<file path="src/sensor_cmd_map.vh">
// Contract
// - Device is always slave on a 16-bit serial link; master makes select and clock.
// - Select is active low; a frame begins on its falling edge.
// - Clock idles low; sample input on falling edge, shift output on rising edge.
// - Serial output is released (not driven) while select is high.
// - Count clock pulses in every select-low period to check exact frame length.
// - Answer to the first command after start-up equals the no-op answer.
// - Bits 0 to 2 form the command code; other bits are data.
// - Command and answer travel least significant bit first up to bit 15.
// - Each answer is sent in the frame after its command.
// - Act only when the whole word exactly matches a defined command pattern.
// - Answer echoes the command word except bits carrying status.
// - An undefined command is answered with all ones.
// - Codes: 100 switch, 010 diag on, 110 diag off, 101 program, 001 no-op; the code answers both diag codes with all ones.
// - Bits 3 and 5 select channels; bits 4 and 6 request on or off.
// - Switch answer echoes low byte, channel states in bits 8 and 9, zeros above.
// - Program bit enables or disables program mode; other commands are unaffected.
// - Program answer reports mode in bit 8, one only with program supply good.
// - Ground switch of a channel follows that channel's supply on state.
// - Normal mode: data pin is output, low on high current, high on quiescent.
// - Program mode: data pin is input; high selects high voltage, low default.
// - Voltage modulation toward remote unit allowed only in program mode.
// - No-op answer echoes both bytes unchanged.
`ifndef SENSOR_CMD_MAP_VH
`define SENSOR_CMD_MAP_VH
`define FRAME_BITS 16
`define CODE_POWER_SWITCH 3'h4
`define CODE_DIAG_WHILE_ON 3'h2
`define CODE_DIAG_WHILE_OFF 3'h6
`define CODE_PROG 3'h5
`define CODE_NO_OP 3'h1
`define POS_CHAN0_SELECT 3
`define POS_CHAN0_ON_REQUEST 4
`define POS_CHAN1_SELECT 5
`define POS_CHAN1_ON_REQUEST 6
`define POS_PROG_MODE_FLAG 3
`define POS_CHAN0_STATE 8
`define POS_CHAN1_STATE 9
`define POS_PROG_STATUS 8
`define NO_OP_WORD 16'h9101
`define PROG_WORD_BASE 16'h1845
`define PROG_WORD_MASK 16'hfff7
`define ALL_ONES_WORD 16'hffff
`define RESET_ANSWER 16'h9101
`endif

</file>
<file path="src/remote_sensor_spi_command_ctrl.v">
`timescale 1ns/1ps
`default_nettype none
`include "sensor_cmd_map.vh"
module remote_sensor_spi_command_ctrl (
  // Clock and reset
  input wire core_clk,
  input wire reset,
  // Serial link pins to and from the master
  input wire spi_sel_n,
  input wire spi_clk,
  input wire spi_din,
  output reg spi_dout,
  output reg spi_dout_oe,
  // Analog side status inputs
  input wire chan0_current_high,
  input wire chan1_current_high,
  input wire program_supply_ok,
  // Sensor data pins, split into in, out, enable
  input wire sensor_data_pin0_in,
  input wire sensor_data_pin1_in,
  output reg sensor_data_pin0_out,
  output reg sensor_data_pin1_out,
  output reg sensor_data_pin0_oe,
  output reg sensor_data_pin1_oe,
  // Supply, ground switch and modulation controls
  output reg remote_supply_pin0_en,
  output reg remote_supply_pin1_en,
  output reg sensor_ground_switch0_en,
  output reg sensor_ground_switch1_en,
  output reg remote_supply_pin0_high,
  output reg remote_supply_pin1_high,
  output reg prog_mode_flag
);

  // Two-stage synchronisers for all pins from outside the clock domain
  reg [1:0] sel_sync_reg;
  reg [1:0] clk_sync_reg;
  reg [1:0] din_sync_reg;
  reg [1:0] cur0_sync_reg;
  reg [1:0] cur1_sync_reg;
  reg [1:0] vp_sync_reg;
  reg [1:0] pin0_sync_reg;
  reg [1:0] pin1_sync_reg;
  always @(posedge core_clk or posedge reset) begin
    if (reset) begin
      sel_sync_reg <= 2'b11;
      clk_sync_reg <= 2'b00;
      din_sync_reg <= 2'b00;
      cur0_sync_reg <= 2'b00;
      cur1_sync_reg <= 2'b00;
      vp_sync_reg <= 2'b00;
      pin0_sync_reg <= 2'b00;
      pin1_sync_reg <= 2'b00;
    end else begin
      sel_sync_reg <= {sel_sync_reg[0], spi_sel_n};
      clk_sync_reg <= {clk_sync_reg[0], spi_clk};
      din_sync_reg <= {din_sync_reg[0], spi_din};
      cur0_sync_reg <= {cur0_sync_reg[0], chan0_current_high};
      cur1_sync_reg <= {cur1_sync_reg[0], chan1_current_high};
      vp_sync_reg <= {vp_sync_reg[0], program_supply_ok};
      pin0_sync_reg <= {pin0_sync_reg[0], sensor_data_pin0_in};
      pin1_sync_reg <= {pin1_sync_reg[0], sensor_data_pin1_in};
    end
  end

  // Previous synchronised levels for edge finding
  reg sel_prev_reg;
  reg clk_prev_reg;
  wire sel_n = sel_sync_reg[1];
  wire sclk = clk_sync_reg[1];
  wire frame_start = sel_prev_reg & ~sel_n;
  wire frame_end = ~sel_prev_reg & sel_n;
  wire sclk_fall = clk_prev_reg & ~sclk & ~sel_n;
  wire sclk_rise = ~clk_prev_reg & sclk & ~sel_n;

  // Frame state
  reg [15:0] rx_shift_reg;
  reg [15:0] tx_shift_reg;
  reg [15:0] answer_reg;
  reg [4:0] bit_count_reg;
  reg count_over_reg;
  reg chan0_state_reg;
  reg chan1_state_reg;
  reg prog_req_reg;

  // Classify the finished frame; exact patterns only
  reg [15:0] reply_next;
  reg chan0_state_next;
  reg chan1_state_next;
  reg prog_req_next;
  reg frame_ok;
  always @* begin
    reply_next = `ALL_ONES_WORD;
    chan0_state_next = chan0_state_reg;
    chan1_state_next = chan1_state_reg;
    prog_req_next = prog_req_reg;
    frame_ok = (bit_count_reg == `FRAME_BITS) & ~count_over_reg;
    if (!frame_ok) begin
      reply_next = `ALL_ONES_WORD;
    end else if (rx_shift_reg[2:0] == `CODE_POWER_SWITCH &&
                 rx_shift_reg[15:7] == 9'h000) begin
      if (rx_shift_reg[`POS_CHAN0_SELECT]) begin
        chan0_state_next = rx_shift_reg[`POS_CHAN0_ON_REQUEST];
      end
      if (rx_shift_reg[`POS_CHAN1_SELECT]) begin
        chan1_state_next = rx_shift_reg[`POS_CHAN1_ON_REQUEST];
      end
      reply_next = {6'h00, chan1_state_next, chan0_state_next,
                    rx_shift_reg[7:0]};
    end else if ((rx_shift_reg & `PROG_WORD_MASK) ==
                 `PROG_WORD_BASE) begin
      prog_req_next = rx_shift_reg[`POS_PROG_MODE_FLAG];
      reply_next = rx_shift_reg;
      reply_next[`POS_PROG_STATUS] = prog_req_next & vp_sync_reg[1];
    end else if (rx_shift_reg == `NO_OP_WORD) begin
      reply_next = rx_shift_reg;
    end
  end

  // Serial engine: sample on falling, shift out on rising, lsb first
  always @(posedge core_clk or posedge reset) begin
    if (reset) begin
      sel_prev_reg <= 1'b1;
      clk_prev_reg <= 1'b0;
      rx_shift_reg <= 16'h0000;
      tx_shift_reg <= `RESET_ANSWER;
      answer_reg <= `RESET_ANSWER;
      bit_count_reg <= 5'h00;
      count_over_reg <= 1'b0;
      chan0_state_reg <= 1'b0;
      chan1_state_reg <= 1'b0;
      prog_req_reg <= 1'b0;
      spi_dout <= 1'b0;
      spi_dout_oe <= 1'b0;
    end else begin
      sel_prev_reg <= sel_n;
      clk_prev_reg <= sclk;
      spi_dout_oe <= ~sel_n;
      if (frame_start) begin
        // Pending answer loaded; bit 0 shows before the first clock
        tx_shift_reg <= {1'b0, answer_reg[15:1]};
        spi_dout <= answer_reg[0];
        bit_count_reg <= 5'h00;
        count_over_reg <= 1'b0;
      end else begin
        if (sclk_fall) begin
          rx_shift_reg <= {din_sync_reg[1], rx_shift_reg[15:1]};
          if (bit_count_reg == 5'h1f) begin
            count_over_reg <= 1'b1;
          end else begin
            bit_count_reg <= bit_count_reg + 5'h01;
          end
        end
        // Rising edge after the first falling one moves to next bit
        if (sclk_rise && bit_count_reg != 5'h00) begin
          spi_dout <= tx_shift_reg[0];
          tx_shift_reg <= {1'b0, tx_shift_reg[15:1]};
        end
      end
      if (frame_end) begin
        // Frame judged only when select rises, so length is known
        answer_reg <= reply_next;
        chan0_state_reg <= chan0_state_next;
        chan1_state_reg <= chan1_state_next;
        prog_req_reg <= prog_req_next;
      end
    end
  end

  // Pin and switch drivers; sensor pin role depends on mode
  always @(posedge core_clk or posedge reset) begin
    if (reset) begin
      remote_supply_pin0_en <= 1'b0;
      remote_supply_pin1_en <= 1'b0;
      sensor_ground_switch0_en <= 1'b0;
      sensor_ground_switch1_en <= 1'b0;
      remote_supply_pin0_high <= 1'b0;
      remote_supply_pin1_high <= 1'b0;
      sensor_data_pin0_out <= 1'b1;
      sensor_data_pin1_out <= 1'b1;
      sensor_data_pin0_oe <= 1'b1;
      sensor_data_pin1_oe <= 1'b1;
      prog_mode_flag <= 1'b0;
    end else begin
      remote_supply_pin0_en <= chan0_state_reg;
      remote_supply_pin1_en <= chan1_state_reg;
      sensor_ground_switch0_en <= chan0_state_reg;
      sensor_ground_switch1_en <= chan1_state_reg;
      prog_mode_flag <= prog_req_reg;
      sensor_data_pin0_oe <= ~prog_req_reg;
      sensor_data_pin1_oe <= ~prog_req_reg;
      sensor_data_pin0_out <= ~cur0_sync_reg[1];
      sensor_data_pin1_out <= ~cur1_sync_reg[1];
      // Modulation blocked outside program mode; low is the default
      remote_supply_pin0_high <= prog_req_reg & pin0_sync_reg[1];
      remote_supply_pin1_high <= prog_req_reg & pin1_sync_reg[1];
    end
  end

endmodule
`default_nettype wire

</file>
<file path="config.mk">
export PLATFORM = sky130hd
export DESIGN_NAME = remote_sensor_spi_command_ctrl
export DESIGN_NICKNAME = d
export VERILOG_FILES = /design/src/remote_sensor_spi_command_ctrl.v
export VERILOG_INCLUDE_DIRS = /design/src
export SDC_FILE = /design/constraint.sdc
export NUM_CORES = 1
export LEC_CHECK = 0
export ABC_CLOCK_PERIOD_IN_PS = 3100
export BUFFER_PORTS_ARGS = -buffer_cell sky130_fd_sc_hd__buf_2
export CAP_MARGIN = 20
export CORE_ASPECT_RATIO = 1.75
export CORE_MARGIN = 2
export CORE_UTILIZATION = 61
export CTS_BUF_LIST = sky130_fd_sc_hd__clkbuf_8
export DETAILED_ROUTE_END_ITERATION = 16
export GPL_TIMING_DRIVEN = 0
export PLACE_DENSITY = 0.8
export SLEW_MARGIN = 20
export SYNTH_ARGS = -nofsm -noshare
export SYNTH_HDL_FRONTEND = slang
export SYNTH_SLANG_ARGS = --single-unit
</file>
<file path="constraint.sdc">
create_clock -name core_clk -period 3.1 [get_ports core_clk]
set_input_delay 0.155 -clock core_clk [delete_from_list [all_inputs] [get_ports core_clk]]
set_output_delay 0.155 -clock core_clk [all_outputs]
set_load 0.01 [all_outputs]
</file>
==> results of run 1 <==
placed cells by master, fill, tap and decap left out, types with 8 or more instances in the layout:
cell | Yosys | routed
nand2_1 | 22 | 22
dfrtp_1 | 71 | 71
dfstp_2 | 14 | 14
clkbuf_1 | 8 | 8
dlygate4sd3_1 | 0 | 9
mux2i_1 | 19 | 19
o21ai_0 | 21 | 21
buf_2 | 3 | 25
inv_1 | 9 | 8
nor2_1 | 28 | 28
clkbuf_8 | 0 | 9
mux2_2 | 17 | 17
repair_timing:
| action | 4_1_cts | 5_1_grt |
|---|---|---|
| setup endpoints to repair | 0 | 0 |
| hold buffers | 9 | 0 |
| hold endpoints to repair | 41 | 0 |
per-layer routing:
metal  GRT usage [%]  part of all wire, %  vias to the layer above
met4           11.97                  3.2                        0
met2           37.63                   57                       41
met3           5.696                  2.8                       16
met1           25.55                   37                     1046
li1                -                    -                     1032
met5               0                    0                        -
area by class of cell:
class / count / area share, %
Clock inverter: 7 / 1.620
Timing Repair Buffer: 32 / 5.701
Inverter: 9 / 0.9394
Clock buffer: 9 / 3.207
Multi-Input combinational cell: 161 / 28.47
Tap cell: 74 / 2.397
Sequential cell: 85 / 55.52
Buffer: 16 / 2.138
how the worst min path moves through the flow:
stage / from / to / slack (ns) / cells past startpoint
floorplan: spi_sel_n / sel_sync_reg[0] / 0.16 / 0
global placement: spi_sel_n / sel_sync_reg[0] / 0.26 / 1
detailed placement: reset / cur1_sync_reg[1] / 0.22 / 2
CTS: reset / cur1_sync_reg[1] / 0.36 / 3
global route: cur0_sync_reg[1] / sensor_data_pin0_out / 0.37 / 1
finish: cur1_sync_reg[1] / sensor_data_pin1_out / 0.36 / 1
power by group through the flow:
stage                     clock, mW  combinational (mW)  sequential [mW]
after global placement            0               0.168             1.25
final                         0.725               0.184             1.23
after detailed placement          0               0.177             1.26
after CTS                     0.745               0.186             1.24
after floorplan                   0               0.132             1.24
after global routing          0.790               0.207             1.25
cells by family after synthesis:
logic type                 count (synthesis)  share of synthesized area [%]
DFF                                       85                          63.81
adders and majority gates                  3                          1.117
and+or+nand+nor                           77                          11.62
muxes                                     36                          11.35
buffers and inverters                     25                          3.462
AOI/OAI and AO/OA                         42                          7.856
xor gates and xnor gates                   3                         0.7820
==> flow_summary.json, run 1 <==
{
  "tns_ns": 0,
  "cp_slowest_cell": "or4_1",
  "status": "completed",
  "total_power_mw": 2.143,
  "synth_common_cells": "dfrtp_1, nor2_1, nand2_1",
  "finClkSkew_ns": 0.01048,
  "worstSetupPathType": "register to register",
  "grt_usage_pct": 22.39,
  "final.setup.worst_slack_ns": 0.6629,
  "drtIter0Drc": 52,
  "crit_end": "chan0_state_reg",
  "switchingPower_mw": 0.5595,
  "cp_max_fo": 5,
  "grt_pass1_vias": 2180,
  "startpoint_type": "register",
  "first_pass_iters": 4,
  "multi_input_area_sq_um": 1100,
  "pre_cts_slack_ns": 0.6853,
  "reg2reg_depth": 7,
  "pwr-share-clk_pct": 33.8,
  "final_util_pct": 72.89,
  "port-buffer-count": 22,
  "synth_area_leaders": "dfrtp_1, dfstp_2, mux2_2",
  "ir_drop_uv": 484.2,
  "timing.rr.start": "bit_count_reg[0]",
  "startpoint": "bit_count_reg[0]",
  "async_reset_ff_share_pct": 100.0,
  "crit_chain": "inv_1 -> ha_1 -> or3b_4 -> or4_1 -> buf_2 -> nor3_1 -> mux2_2",
  "worst_hold_slack_ns": 0.3551,
  "clkTransAtPathRegs_ns": 0.09,
  "crit_buf_inv": 2,
  "grt_max_degree": 47,
  "p_seq_share_pct": 57.6,
  "design_area_sq_um": 3862,
  "max_freq_mhz": 410.3,
  "power_leakage_nw": 1.787,
  "die_area_sq_um": 6143,
  "p_int_mw": 1.584,
  "drc_errors": 0,
  "syn_area_sq_um": 3361,
  "syn_avg_cell_area_sq_um": 12.40,
  "fin_crit_sh_pct": 78.62,
  "drtAntennaViolNets": 0,
  "synth_most_common_cell": "dfrtp_1",
  "clkSinkCount": 85,
  "cts_buffers": 9,
  "grt-ovfl-total": 0,
  "yosysTopAreaCell": "dfrtp_1",
  "die_w_um": 60.11,
  "routed_wl_mm": 5.812,
  "grt_pass1_wl_mm": 9.922,
  "final_hold_viol_count": 0,
  "cts_tree": "built",
  "r2r_end": "chan0_state_reg",
  "synthFlopType": "dfrtp_1",
  "io_pins": 23,
  "worst_slew_pin_slew_ns": 0.7334,
  "antenna_found_initial": 0,
  "h-tree-depth": 3,
  "vias": 2135,
  "syn2layout_area_growth_pct": 14.93,
  "diodes": 0,
  "place_congestion": 0.8410,
  "slowest_delay_ns": 0.51,
  "cts_setup_buffers": 0,
  "dp_hpwl_mm": 4.086,
  "die_y_um": 102.2,
  "drive_above_1_share_pct": 26.65,
  "synth_top_area_share_pct": 52.87,
  "min_period_ns": 2.437,
  "ys_ff_latch": 85,
  "syn_inst": 271,
  "rows": 35,
  "synth_nets": 284,
  "path_delay_family": "simple AND/OR/NAND/NOR gates",
  "min_path_type": "register to register",
  "maxCapViolCount": 0,
  "yosysWarningCount": 0,
  "yosysSeqAreaShare_pct": 63.81,
  "nets": 327,
  "cts-resized-gates": 0,
  "placed_area_sq_um": 3586,
  "rsz0062_at_grt": "no",
  "maxSlewHeadroom_pct": 50.66,
  "via_per_inst": 5.433,
  "ff2ff_setup_slack_ns": 0.66,
  "comb_power_share_pct": 8.6,
  "finalSetupViolations": 0,
  "synth-edff-count": 0,
  "ys_types": 44,
  "switching_share_pct": 26.10,
  "cp.depth": 7,
  "endpoint_kind": "register",
  "cp.arrival_ns": 2.67,
  "final_cells": 393,
  "wl_per_cell_um": 14.79,
  "clock_latency_ns": 0.35,
  "power.density_nw_per_um2": 554.9,
  "cts-root-buf": "clkbuf_8",
  "coreArea_sq_um": 5299,
  "dp.cells": 368,
  "maxSlewViolCount": 0,
  "max-clock-path-buffers": 2,
  "fill_cells": 367,
  "regArea_sq_um": 2145,
  "critPathRequiredTime_ns": 3.34,
  "initial_utilization_pct": 63.42
}
Note: power is estimated with default switching activity, not from simulation.
==> run 2, diff against run 1 <==
--- a/config.mk
+++ b/config.mk
@@ -6,7 +6,8 @@
 export SDC_FILE = /design/constraint.sdc
 export NUM_CORES = 1
 export LEC_CHECK = 0
-export ABC_CLOCK_PERIOD_IN_PS = 3100
+export ABC_AREA = 1
+export ABC_CLOCK_PERIOD_IN_PS = 2300
 export BUFFER_PORTS_ARGS = -buffer_cell sky130_fd_sc_hd__buf_2
 export CAP_MARGIN = 20
 export CORE_ASPECT_RATIO = 1.75
==> constraint.sdc (replaced) <==
create_clock -name core_clk -period 2.3 [get_ports core_clk]
set_input_delay 0.115 -clock core_clk [delete_from_list [all_inputs] [get_ports core_clk]]
set_output_delay 0.115 -clock core_clk [all_outputs]
set_load 0.01 [all_outputs]
==> flow_summary.json, run 2 <==
{
  "synth_nets": 389,
  "diodes": 0,
  "status": "completed",
  "routed_wl_mm": 6.993,
  "drc_errors": 0,
  "die_area_sq_um": 6372,
  "path_delay_family": "simple AND/OR/NAND/NOR gates",
  "rsz0062_at_grt": "no",
  "syn2layout_area_growth_pct": 15.11,
  "cts_buffers": 9,
  "ir_drop_uv": 830.4,
  "design_area_sq_um": 4021,
  "cp_max_fo": 10,
  "worst_hold_slack_ns": 0.3356,
  "final_common_cell": "nand2_1",
  "h-tree-depth": 3,
  "async_reset_ff_share_pct": 100.0,
  "tns_ns": 0,
  "cp.depth": 8,
  "io_pins": 23,
  "cts-root-buf": "clkbuf_8",
  "crit_buf_inv": 2,
  "final_cell_mix": "nand2_1, dfrtp_1, nor2_1, inv_1, buf_2",
  "maxSlewHeadroom_pct": 67.49,
  "final.setup.worst_slack_ns": 0.6200,
  "min_period_ns": 1.680,
  "yosysWarningCount": 0,
  "clkSinkCount": 85,
  "synth_area_leaders": "dfrtp_1, dfstp_2, nand2_1",
  "cp_slowest_cell": "dfrtp_1",
  "final_hold_viol_count": 0,
  "clock_latency_ns": 0.36,
  "reg2reg_depth": 8,
  "drtAntennaViolNets": 0,
  "die_w_um": 61.21,
  "power.density_nw_per_um2": 842.4,
  "ys_types": 30,
  "synth_most_common_cell": "nand2_1",
  "power_leakage_nw": 1.961,
  "port-buffer-count": 22,
  "wl_per_cell_um": 13.99,
  "min_path_type": "input pin to async pin",
  "final_cells": 500,
  "fin_crit_sh_pct": 73.04,
  "rows": 36,
  "syn_avg_cell_area_sq_um": 9.291,
  "synthFlopType": "dfrtp_1",
  "max-clock-path-buffers": 2,
  "cts_tree": "built",
  "antenna_found_initial": 0,
  "cpMostUsedCell": "nand3_1",
  "endpoint_kind": "register",
  "critPathRequiredTime_ns": 2.54,
  "cp.arrival_ns": 1.92,
  "regArea_sq_um": 2145,
  "nets": 432,
  "dp.cells": 475,
  "grt_max_degree": 49,
  "finalSetupViolations": 0,
  "dp_hpwl_mm": 4.941,
  "grt_pass1_vias": 2657,
  "fill_cells": 413,
  "first_pass_iters": 4,
  "max_freq_mhz": 595.3,
  "vias": 2533,
  "grt_usage_pct": 26.16,
  "syn_inst": 376,
  "grt-ovfl-total": 0,
  "place_congestion": 0.8864,
  "yosysTopAreaCell": "dfrtp_1",
  "drtIter0Drc": 158,
  "coreArea_sq_um": 5540,
  "maxSlewViolCount": 0,
  "grt_pass1_wl_mm": 12.13,
  "initial_utilization_pct": 63.05,
  "maxCapViolCount": 0,
  "multi_input_area_sq_um": 1112,
  "crit_chain": "inv_1 -> ha_1 -> nand3_2 -> o21ai_2 -> nand2_1 -> buf_2 -> nand3_1 -> nand3_1",
  "syn_area_sq_um": 3493,
  "clkTransAtPathRegs_ns": 0.08,
  "die_y_um": 104.1,
  "cts_setup_buffers": 0,
  "synth_top_area_share_pct": 50.86,
  "synth-edff-count": 0,
  "placed_area_sq_um": 3729,
  "final_util_pct": 72.58,
  "finClkSkew_ns": 0.009412,
  "worst_slew_pin_slew_ns": 0.4877,
  "worstSetupPathType": "register to register",
  "total_power_mw": 3.388,
  "via_per_inst": 5.066,
  "slowest_delay_ns": 0.41,
  "synth_common_cells": "nand2_1, dfrtp_1, nor2_1",
  "pre_cts_slack_ns": 0.6674,
  "ys_ff_latch": 85,
  "startpoint_type": "register",
  "drive_above_1_share_pct": 20.05,
  "yosysSeqAreaShare_pct": 61.39
}
[run 2: changes by cell type in the layout (fill, tap and decap cells not counted), sizes merged, moves of 4 or more]
cell,previous run,this run
inv,14,46
mux2i,19,0
a31oi,2,11
mux2,17,2
a21oi,6,13
o32ai,4,0
nand3,1,21
nand2,22,87
nor2,28,64
[run 2: worst reg2reg max path, delay by kind of cell, from the launching register on]
family	cells	cell delay, ns
simple gates	4	0.45
flops	1	0.41
buf+inv	2	0.31
compound gates	1	0.22
fa+ha+maj	1	0.17
[run 2: repair_timing]
action | CTS | global route
hold buffers | 9 | 0
gates resized for setup | 0 | 0
endpoints found under the hold margin | 41 | 0
[run 2: where the power goes]
part | switching (mW) | internal [mW]
combinational | 0.336 | 0.185
sequential | 0.120 | 1.68
clock | 0.515 | 0.554
[run 2: kinds of logic after synthesis]
group | Yosys count | share of synthesized area [%]
fa+ha+maj | 3 | 1.075
flops | 85 | 61.39
simple gates | 178 | 22.24
mux | 2 | 0.6447
buf+inv | 58 | 6.769
compound gates | 50 | 7.880
[run 2: final cells by class]
cell class,count,area share (%)
Sequential cell,85,53.33
Clock inverter,5,1.276
Timing Repair Buffer,32,5.663
Buffer,14,1.773
Multi-Input combinational cell,233,27.66
Tap cell,76,2.365
Clock buffer,11,3.765
Inverter,44,4.169
[run 2: path summary, 6_finish.rpt]
check	from	endpoint	slack, ns
setup / recovery	bit_count_reg[0]	tx_shift_reg[14]	0.62
hold reg to reg	pin0_sync_reg[0]	pin0_sync_reg[1]	0.36
setup reg to reg	bit_count_reg[0]	tx_shift_reg[14]	0.62
min in group core_clk	pin0_sync_reg[0]	pin0_sync_reg[1]	0.36
max in group asynchronous	reset	tx_shift_reg[8]	1.32
hold / removal	reset	pin1_sync_reg[0]	0.34
[run 2: layer usage]
layer,part of all wire (%),track usage (%),wire length (um),vias up
met5,0,0,0,-
met4,2.9,12.27,201,0
met3,2.1,4.229,149,17
met2,57,44.45,4003,45
met1,38,30.67,2639,1209
li1,-,-,-,1262
